--- src/hdl/phy_mgmt_map.vh ---
// register addresses, control-register fields, reset values and timing counts
`ifndef PHY_MGMT_MAP_VH
`define PHY_MGMT_MAP_VH

// ****************************************
// register addresses
// ****************************************
`define ADDR_BASIC_CONTROL     5'h00
`define ADDR_BASIC_STATUS      5'h01
`define ADDR_IDENTIFIER_HIGH   5'h02
`define ADDR_IDENTIFIER_LOW    5'h03
`define ADDR_EXT_ACCESS_CTL    5'h0d
`define ADDR_EXT_ACCESS_DATA   5'h0e

// ****************************************
// control register fields
// ****************************************
`define CTL_SOFT_RESET         15
`define CTL_LOOPBACK           14
`define CTL_SPEED_LOW          13
`define CTL_AUTONEG            12
`define CTL_POWER_DOWN         11
`define CTL_ISOLATE            10
`define CTL_RESERVED9          9
`define CTL_DUPLEX             8
`define CTL_COLLISION_TEST     7
`define CTL_SPEED_HIGH         6
`define CTL_UNIDIR             5

// ****************************************
// reset values and status bit positions
// ****************************************
`define RST_BASIC_CONTROL      16'h1100
`define RST_BASIC_STATUS       16'h1009
`define RST_EXT_ACCESS         16'h0000
`define STATUS_LINK_BIT        2
`define STATUS_AN_DONE_BIT     5

// ****************************************
// timing
// ****************************************
`define SOFT_RESET_NS          1000
`define CLK_PERIOD_NS          4
`define SOFT_RESET_CYCLES      ((`SOFT_RESET_NS + `CLK_PERIOD_NS - 1) / `CLK_PERIOD_NS)

`endif

--- src/hdl/mirror_bit.v ---
// one control bit that can be written from two places and reads the same from both
`timescale 1ns/1ps
module mirror_bit #(
    parameter RESET_VALUE = 1'b0
) (
    input  wire mclk,
    input  wire arst_n,
    input  wire loadReset,
    input  wire resetValue,
    input  wire writeA,
    input  wire dataA,
    input  wire writeB,
    input  wire dataB,
    output reg  value
);
    // a soft reset reloads the bit; port a wins a same-cycle write clash
    always @(posedge mclk or negedge arst_n) begin
        if (!arst_n) begin
            value <= RESET_VALUE;
        end else if (loadReset) begin
            value <= resetValue;
        end else if (writeA) begin
            value <= dataA;
        end else if (writeB) begin
            value <= dataB;
        end
    end
endmodule // mirror_bit

--- src/hdl/soft_reset_timer.v ---
// counts out a software reset cycle and reports when it ends
`timescale 1ns/1ps
module soft_reset_timer #(
    parameter CYCLES = 250,
    parameter WIDTH  = 16
) (
    input  wire mclk,
    input  wire arst_n,
    input  wire start,
    output reg  busy,
    output reg  done
);
    reg [WIDTH-1:0] count;

    always @(posedge mclk or negedge arst_n) begin
        if (!arst_n) begin
            busy  <= 1'b0;
            done  <= 1'b0;
            count <= {WIDTH{1'b0}};
        end else begin
            done <= 1'b0;
            if (start && !busy) begin
                busy  <= 1'b1;
                count <= CYCLES[WIDTH-1:0] - {{(WIDTH-1){1'b0}}, 1'b1};
            end else if (busy) begin
                if (count == {WIDTH{1'b0}}) begin
                    busy <= 1'b0;
                    done <= 1'b1;
                end else begin
                    count <= count - {{(WIDTH-1){1'b0}}, 1'b1};
                end
            end
        end
    end
endmodule // soft_reset_timer

--- src/hdl/phy_clause22_mgmt_regs.v ---
// management register set of a single-pair 10 Mbps PHY: control, status, identifiers, extended access
`timescale 1ns/1ps
`include "phy_mgmt_map.vh"
module phy_clause22_mgmt_regs #(
    parameter [15:0] IDENTIFIER_HIGH   = 16'h1234,   // arbitrary value
    parameter [15:0] IDENTIFIER_LOW    = 16'h5678,   // arbitrary value
    parameter        SOFT_RESET_CYCLES = `SOFT_RESET_CYCLES
) (
    input  wire        mclk,
    input  wire        arst_n,
    input  wire        powerDownStrap,
    input  wire [4:0]  regAddr,
    input  wire        regWrite,
    input  wire [15:0] regWriteData,
    input  wire        regRead,
    input  wire        internalLoopbackWrite,
    input  wire        internalLoopbackData,
    input  wire        internalPowerDownWrite,
    input  wire        internalPowerDownData,
    input  wire        internalSoftResetWrite,
    input  wire        internal_autoneg_enable,
    input  wire        linkUp,
    input  wire        autonegDone,
    output reg  [15:0] regReadData,
    output reg         regReadValid,
    output reg         internal_soft_reset_ctl,
    output reg         internal_pcs_loopback_ctl,
    output reg         internal_power_down_ctl,
    output reg         mii_isolate_ctl,
    output reg         phyResetActive,
    output reg  [15:0] extended_access_control,
    output reg  [15:0] extended_access_data
);
    // ****************************************
    // decode
    // ****************************************
    wire selControl = (regAddr == `ADDR_BASIC_CONTROL);
    wire selStatus  = (regAddr == `ADDR_BASIC_STATUS);
    wire selIdHigh  = (regAddr == `ADDR_IDENTIFIER_HIGH);
    wire selIdLow   = (regAddr == `ADDR_IDENTIFIER_LOW);
    wire selExtCtl  = (regAddr == `ADDR_EXT_ACCESS_CTL);
    wire selExtData = (regAddr == `ADDR_EXT_ACCESS_DATA);

    wire writeControl = regWrite && selControl;

    // ****************************************
    // soft reset cycle
    // ****************************************
    wire resetStart = (writeControl && regWriteData[`CTL_SOFT_RESET]) || internalSoftResetWrite;
    wire timerBusy;
    wire timerDone;

    soft_reset_timer #(
        .CYCLES (SOFT_RESET_CYCLES),
        .WIDTH  (16)
    ) u_timer (
        .mclk   (mclk),
        .arst_n (arst_n),
        .start  (resetStart),
        .busy   (timerBusy),
        .done   (timerDone)
    );

    // first cycle after release: load power-down from the strap
    // (keeps the async reset branch free of a pin value)
    reg releaseSeen;
    always @(posedge mclk or negedge arst_n) begin
        if (!arst_n) begin
            releaseSeen <= 1'b0;
        end else begin
            releaseSeen <= 1'b1;
        end
    end
    wire strapLoad = !releaseSeen || timerDone;

    // ****************************************
    // shared control bits, isolate and link status latch
    // ****************************************
    wire loopbackValue;
    wire powerDownValue;

    mirror_bit #(.RESET_VALUE(1'b0)) u_loopback (
        .mclk       (mclk),
        .arst_n     (arst_n),
        .loadReset  (timerDone),
        .resetValue (1'b0),
        .writeA     (writeControl),
        .dataA      (regWriteData[`CTL_LOOPBACK]),
        .writeB     (internalLoopbackWrite),
        .dataB      (internalLoopbackData),
        .value      (loopbackValue)
    );

    mirror_bit #(.RESET_VALUE(1'b0)) u_power_down (
        .mclk       (mclk),
        .arst_n     (arst_n),
        .loadReset  (strapLoad),
        .resetValue (powerDownStrap),
        .writeA     (writeControl),
        .dataA      (regWriteData[`CTL_POWER_DOWN]),
        .writeB     (internalPowerDownWrite),
        .dataB      (internalPowerDownData),
        .value      (powerDownValue)
    );

    reg isolate;
    always @(posedge mclk or negedge arst_n) begin
        if (!arst_n) begin
            isolate <= 1'b0;
        end else if (timerDone) begin
            isolate <= 1'b0;
        end else if (writeControl) begin
            isolate <= regWriteData[`CTL_ISOLATE];
        end
    end

    // link status goes low with linkUp and sets again one cycle after linkUp returns, read or not
    reg linkLatched;
    wire readStatus = regRead && selStatus;
    always @(posedge mclk or negedge arst_n) begin
        if (!arst_n) begin
            linkLatched <= 1'b0;
        end else if (!linkUp) begin
            linkLatched <= 1'b0;
        end else if (readStatus || !linkLatched) begin
            linkLatched <= 1'b1;
        end
    end

    // ****************************************
    // read view
    // ****************************************
    reg [15:0] controlView;
    always @* begin
        controlView                      = 16'h0000;
        controlView[`CTL_SOFT_RESET]     = timerBusy;
        controlView[`CTL_LOOPBACK]       = loopbackValue;
        controlView[`CTL_SPEED_LOW]      = 1'b0;
        controlView[`CTL_AUTONEG]        = internal_autoneg_enable;
        controlView[`CTL_POWER_DOWN]     = powerDownValue;
        controlView[`CTL_ISOLATE]        = isolate;
        controlView[`CTL_RESERVED9]      = 1'b0;
        controlView[`CTL_DUPLEX]         = 1'b1;
        controlView[`CTL_COLLISION_TEST] = 1'b0;
        controlView[`CTL_SPEED_HIGH]     = 1'b0;
        controlView[`CTL_UNIDIR]         = 1'b0;
    end

    reg [15:0] statusView;
    always @* begin
        statusView                      = `RST_BASIC_STATUS;
        statusView[`STATUS_LINK_BIT]    = linkLatched && linkUp;
        statusView[`STATUS_AN_DONE_BIT] = autonegDone;
    end

    reg [15:0] next_readData;
    always @* begin
        next_readData = 16'h0000;
        if (selControl) begin
            next_readData = controlView;
        end else if (selStatus) begin
            next_readData = statusView;
        end else if (selIdHigh) begin
            next_readData = IDENTIFIER_HIGH;
        end else if (selIdLow) begin
            next_readData = IDENTIFIER_LOW;
        end else if (selExtCtl) begin
            next_readData = extended_access_control;
        end else if (selExtData) begin
            next_readData = extended_access_data;
        end
    end

    // ****************************************
    // registered outputs
    // ****************************************
    always @(posedge mclk or negedge arst_n) begin
        if (!arst_n) begin
            regReadData               <= 16'h0000;
            regReadValid              <= 1'b0;
            internal_soft_reset_ctl   <= 1'b0;
            internal_pcs_loopback_ctl <= 1'b0;
            internal_power_down_ctl   <= 1'b0;
            mii_isolate_ctl           <= 1'b0;
            phyResetActive            <= 1'b0;
            extended_access_control   <= `RST_EXT_ACCESS;
            extended_access_data      <= `RST_EXT_ACCESS;
        end else begin
            regReadValid <= regRead;
            if (regRead) begin
                regReadData <= next_readData;
            end
            internal_soft_reset_ctl   <= timerBusy;
            internal_pcs_loopback_ctl <= loopbackValue;
            internal_power_down_ctl   <= powerDownValue;
            mii_isolate_ctl           <= isolate;
            phyResetActive            <= timerBusy;
            // the end of a soft reset clears both extended access registers; bus access keeps working throughout
            if (timerDone) begin
                extended_access_control <= `RST_EXT_ACCESS;
                extended_access_data    <= `RST_EXT_ACCESS;
            end else if (regWrite && selExtCtl) begin
                extended_access_control <= regWriteData;
            end else if (regWrite && selExtData) begin
                extended_access_data <= regWriteData;
            end
        end
    end
endmodule // phy_clause22_mgmt_regs

--- config.mk ---
export PLATFORM = sky130hd
export DESIGN_NAME = phy_clause22_mgmt_regs
export DESIGN_NICKNAME = d
export VERILOG_FILES = /design/src/hdl/mirror_bit.v /design/src/hdl/soft_reset_timer.v /design/src/hdl/phy_clause22_mgmt_regs.v
export VERILOG_INCLUDE_DIRS = /design/src /design/src/hdl
export SDC_FILE = /design/constraint.sdc
export NUM_CORES = 1
export LEC_CHECK = 0
export BUFFER_PORTS_ARGS = -buffer_cell sky130_fd_sc_hd__buf_2
export CORE_MARGIN = 2
export CORE_UTILIZATION = 57
export CTS_CLUSTER_DIAMETER = 100
export DETAILED_ROUTE_END_ITERATION = 12
export PLACE_DENSITY = 0.95
export SETUP_SLACK_MARGIN = 0.05
export SLEW_MARGIN = 40
export SYNTH_ARGS = -nofsm -noshare
export SYNTH_HDL_FRONTEND = slang
export SYNTH_SLANG_ARGS = --single-unit
--- constraint.sdc ---
create_clock -name mclk -period 6.9 [get_ports mclk]
set_clock_uncertainty 0.15 [all_clocks]
set_input_delay 1.725 -clock mclk [delete_from_list [all_inputs] [get_ports mclk]]
set_output_delay 1.725 -clock mclk [all_outputs]
set_load 0.02 [all_outputs]
# After elaboration in Yosys (flattened, before gate mapping)
# Cells that the tools add are included.
# classes
add_sub_neg,1
multipliers,0
n_div,0
n_lt_le_gt_ge,0
eq_ne,8
shifts,0
mux,30
n_bitwise,0
n_reduce_logical,23
# op_table
operator,count
$mux 16,14
$logic_not 16->1,1
$mux 1,16
$sub 16x1->16 const B,1
$eq 5x2->1 const B,2
$eq 5x4->1 const B,2
$reduce_bool 2->1,4
$logic_and 1x1->1,7
$ne 2x1->1 const B,3
$reduce_bool 3->1,2
$eq 5x1->1 const B,1
$logic_not 5->1,1
$reduce_and 2->1,2
$logic_not 1->1,3
$logic_or 1x1->1,3
# totals
ff_bits,76
latchBits,0
ram_bits,0
rom_bits,0
input_bits,34
out_inout_bits,54
wordCells,78
memories,0

# Logic depth before layout (Yosys ltp)
# logic_depth
ltp_word,7
ltp_mapped,7
mapped_depth_nobuf,6

# Hierarchy
# From an unflattened synthesis, not the netlist that was laid out.
# unflattened
hier_cells,399
area_unflattened_um2,3807.4
# modules_own_cells
module,instances,cells_each,area_per_inst_um2,seq_area_each_um2
phy_clause22_mgmt_regs,1,289,2747.6,1401.3
soft_reset_timer,1,100,949.7,450.4
mirror_bit,2,5,55.1,25.0

# Least setup slack after synthesis
# No wires, ideal clock.
# synth_timing
path_kind,input to register
from,input port regAddr[0]
to,register regReadData[14]
setup_ps,82
arrival_ps,3013
required_time_ps,6668
setup_slack_ps,3655
path_stages,6
path_buffers,2
cell_sequence,clkbuf_1 -> or3b_2 -> nor2_1 -> buf_2 -> a2bb2oi_1 -> a31oi_1
# synth_via
elab_chain_cells,7
word_cells_on_any_way,12
classes_between,eq/ne (5); mux (6); reduce/logical (1)
# synth_rtl
item,line_no,rtl
"start, declared",phy_clause22_mgmt_regs.v:12,"input wire [4:0] regAddr,"
$eq 5x4->1 (no source line),-,
$mux 16,phy_clause22_mgmt_regs.v:169,end else if (selExtData) begin
$mux 16,phy_clause22_mgmt_regs.v:167,end else if (selExtCtl) begin
$mux 16,phy_clause22_mgmt_regs.v:165,end else if (selIdLow) begin
$mux 16,phy_clause22_mgmt_regs.v:163,end else if (selIdHigh) begin
$mux 16,phy_clause22_mgmt_regs.v:161,end else if (selStatus) begin
$mux 16 (*),phy_clause22_mgmt_regs.v:159,if (selControl) begin
"end signal, assigned",phy_clause22_mgmt_regs.v:191,regReadData <= next_readData;
"end, declared",phy_clause22_mgmt_regs.v:24,"output reg [15:0] regReadData,"
# Every way passes the cells marked *; elsewhere a longest branch is shown, timed or not.
# A chain may end at the register's enable or synchronous reset.

# Worst setup path after layout
# layout_timing
from,input port regAddr[2]
to,register u_timer.count[11]
# layout_via
elab_chain_cells,7
word_cells_on_any_way,9
classes_between,eq/ne (1); mux (1); reduce/logical (7)
# layout_rtl
item,line_no,rtl
$logic_not 5->1 (no source line) (*),-,
$logic_and 1x1->1 (*),phy_clause22_mgmt_regs.v:44,wire writeControl = regWrite && selControl;
$logic_and 1x1->1 (*),phy_clause22_mgmt_regs.v:49,wire resetStart = (writeControl && regWriteData[`CTL_SOFT_RESET]) || internalSoftResetWrite;
$logic_or 1x1->1 (*),phy_clause22_mgmt_regs.v:49,
$logic_and 1x1->1 (*),soft_reset_timer.v:22,if (start && !busy) begin
$ne 2x1->1 (no source line) or $reduce_bool 2->1 (tied branches),-,
$reduce_and 2->1 (no source line),-,
"end signal, assigned",soft_reset_timer.v:19,count <= {WIDTH{1'b0}};
"end signal, assigned",soft_reset_timer.v:24,"count <= CYCLES[WIDTH-1:0] - {{(WIDTH-1){1'b0}}, 1'b1};"
"end signal, assigned",soft_reset_timer.v:30,"count <= count - {{(WIDTH-1){1'b0}}, 1'b1};"
"end, declared",soft_reset_timer.v:13,reg [WIDTH-1:0] count;
# Marked as above.

==> out/qor.csv <==
stage,metric,value,unit
cts,root buffer cell,clkbuf_8,
yosys,Mapped Area,0.00354,mm²
global_route,vias in the first global route,3391,
worst_setup_path,reg-to-reg endpoint,u_timer.count[8],
drt,drt via density,6.40,
flow_run,Max-Cap Viols,0,
drt,Wirelength per Cell,18.4,µm
worst_hold_path,Hold Path Sink,internal_pcs_loopback_ctl,
final_layout,Final Instance Area,0.00421,mm²
run_status,run status,completed,
yosys,top cells by area in the synthesized netlist,"dfrtp_1, a21oi_1, nand2_1, nand3_1, clkbuf_1",
worst_setup_path,CP Capture Type,flop,
drt,WL final,9720,µm
timing,Final period util,48.3,%
timing,unrepaired setup endpoints after global routing,no,
worst_setup_path,startpoint types,input pin,
cts,# clock sinks,76,
die,row cnt,28,
worst_hold_path,Hold Crit Depth,0,
cts,Clock Latency Late Sink,350,ps
worst_setup_path,Reg2Reg Setup Slack,4410,ps
yosys,Synth area leader,dfrtp_1,
yosys,syn_nets,412,
power,total chip power,0.00121,W
global_route,first-pass GRT wire length,16000,µm
worst_setup_path,r2r startpoint,u_timer.busy,
yosys,most common cell in the netlist,dfrtp_1,
worst_setup_path,CP Data Arrival Time,3370,ps
yosys,Post-synth EDFFs,0,
final_layout,share of layout cells above drive strength 1,26.0,%
yosys,Post-synth ARST share,100,%
die,starting density of the core,59.5,%
drt,via count,3387,
worst_hold_path,hold_sp,u_loopback.value,
final_layout,FF+latch area,0.00190,mm²
timing,Slew Limit Fails,0,
power,P per Cell Area,287,mW/mm²
drt,Pre-Repair DR Iteration Count,5,
die,Core Footprint,0.00596,mm²
die,Die Area,0.00686,mm²
worst_hold_path,hold crit path type,reg2reg,
cts,Max Root-Sink Buffers,2,
yosys,syn avg cell area,9.40,µm²
drt,Detail Route Antenna Nets,0,
yosys,commonest cells in the netlist,"dfrtp_1, nand2_1, a21oi_1",
worst_setup_path,depth of the most critical reg-to-reg path,4,
global_route,grt ovf,0,
power,cell leakage power,1.91,nW
die,Die Height,82.8,µm
placement,area post-placement,0.00400,mm²
placement,post-DP HPWL,6320,µm
cts,setup bufs post-CTS,0,
die,I/O pins,88,
final_layout,FILL cells,422,
timing,TNS Setup,0,ps
yosys,Yosys cell types,50,
drt,Iteration-0 DRC Markers,467,
yosys,post-synthesis sequential element count,76,
placement,port bufs,87,
final_layout,diodes inserted,0,
worst_setup_path,crit-path max FO,11,
yosys,Yosys warnings,0,
cts,hold buffer count at cts,0,
die,die width,82.8,µm
yosys,Syn Inst Count,377,
final_layout,Final nets,485,
cts,CTS tree,done,
cts,CTS Buf Count,9,
cts,"Reg clk slew, reported paths",80,ps
final_layout,footprint of the multi-input gates,0.00151,mm²
global_route,initial antenna violation count,0,
cts,H-tree depth reported by CTS,3,
timing,Final Hold Vio Count,0,
cts,PostCTS Resize Cnt,0,
power,VDD IR max,0.000145,V
worst_setup_path,Setup Crit Path Kind,in2reg,
timing,Worst-Margin Slew,823,ps
global_route,largest net degree at the start of global routing,77,
yosys,post-synth top area share,53.7,%
timing,Final min period,3330,ps
timing,Peak Freq,300,MHz
global_route,all-layer global routing usage,28.7,%
final_layout,area growth from synthesis to layout,18.8,%
worst_setup_path,CP required,6930,ps
timing,Finish-stage setup viols,0,
yosys,"Primary FF master, synth",dfrtp_1,
yosys,post-synthesis sequential area ratio,53.7,%
timing,worst relative slew slack,44.8,%
drt,residual DRC count,0,
placement,Placer Congestion,0.898,
final_layout,Final Util,70.7,%
## layer usage
layer	GRT usage (%)	vias to the layer above	part of all wire, %
met1	36.0	1638	38
met4	15.4	0	2.4
met3	7.36	30	9.6
met2	45.7	220	50
met5	0	-	0
li1	-	1499	-
## where the power goes
part / switching [W] / internal, W / leakage [nW]
clock: 0.000161 / 0.000203 / 0.0996
sequential: 0.0000666 / 0.000514 / 0.949
combinational: 0.000167 / 0.0000987 / 0.866
total: 0.000394 / 0.000815 / 1.91
## logic make-up (layout without fill, tap and decap cells)
| group | count (synthesis) | count (layout) | share of synthesized area [%] |
|---|---|---|---|
| compound gates | 103 | 103 | 17.3 |
| fa+ha+maj | 1 | 1 | 0.353 |
| buf+inv | 37 | 114 | 4.17 |
| flops | 76 | 76 | 53.7 |
| mux | 8 | 8 | 2.40 |
| other cells | 1 | 1 | 0.106 |
| simple gates | 151 | 151 | 21.9 |
## through the flow
step | worst slack [ps] | cells | hold WS, ps
floorplan | 3660 | 377 | 220
global placement | 3160 | 514 | 230
detailed placement | 2960 | 514 | 243
CTS | 3300 | 529 | 260
global route | 3460 | 529 | 278
finish | 3570 | 529 | 267
## critical path: stages
cell and delay, ps:
buf_2 140, nor3_2 500, a41oi_1 240, nor2_1 640, a21oi_1 120
## state kept, by name, summed over array words and instances, names as in the netlist
signal                     count
isolate                        1
regReadData                   16
releaseSeen                    1
u_timer.done                   1
linkLatched                    1
phyResetActive                 1
internal_pcs_loopback_ctl      1
u_timer.count                 16
extended_access_control       16
u_timer.busy                   1
internal_power_down_ctl        1
u_loopback.value               1
regReadValid                   1
u_power_down.value             1
extended_access_data          16
mii_isolate_ctl                1
## layout by cell type (no fill, tap or decap), drive strengths merged, types with 5 or more instances in the layout
cell	netlist	layout
dfrtp	76	76
nor3	5	5
or4	6	6
clkbuf	21	11
or3	9	9
a22oi	7	7
buf	6	89
nand2	58	58
o21ai	13	13
o31ai	5	5
nor2	20	20
nand3	21	21
a21oi	54	54
nand4b	5	5
inv	10	10
a221oi	5	5
o22ai	5	5
## worst max path at each step
| stage | from | to | slack, ps | cells past startpoint |
|---|---|---|---|---|
| after floorplan | regAddr[0] | regReadData[14] | 3660 | 6 |
| after global placement | regAddr[0] | regReadData[0] | 3160 | 5 |
| after detailed placement | regAddr[2] | u_timer.count[1] | 2960 | 5 |
| after CTS | regAddr[2] | u_timer.count[2] | 3300 | 5 |
| after global routing | regAddr[2] | u_timer.count[14] | 3460 | 5 |
| final | regAddr[2] | u_timer.count[11] | 3570 | 5 |
## layout make-up
cell class | instances | area share [%]
Multi-Input combinational cell | 264 | 35.9
Clock inverter | 4 | 1.81
Inverter | 10 | 0.892
Sequential cell | 76 | 45.2
Tap cell | 75 | 2.23
Clock buffer | 11 | 3.12
Timing Repair Buffer | 89 | 10.8
No activity file was read; power rests on OpenSTA's default activity.
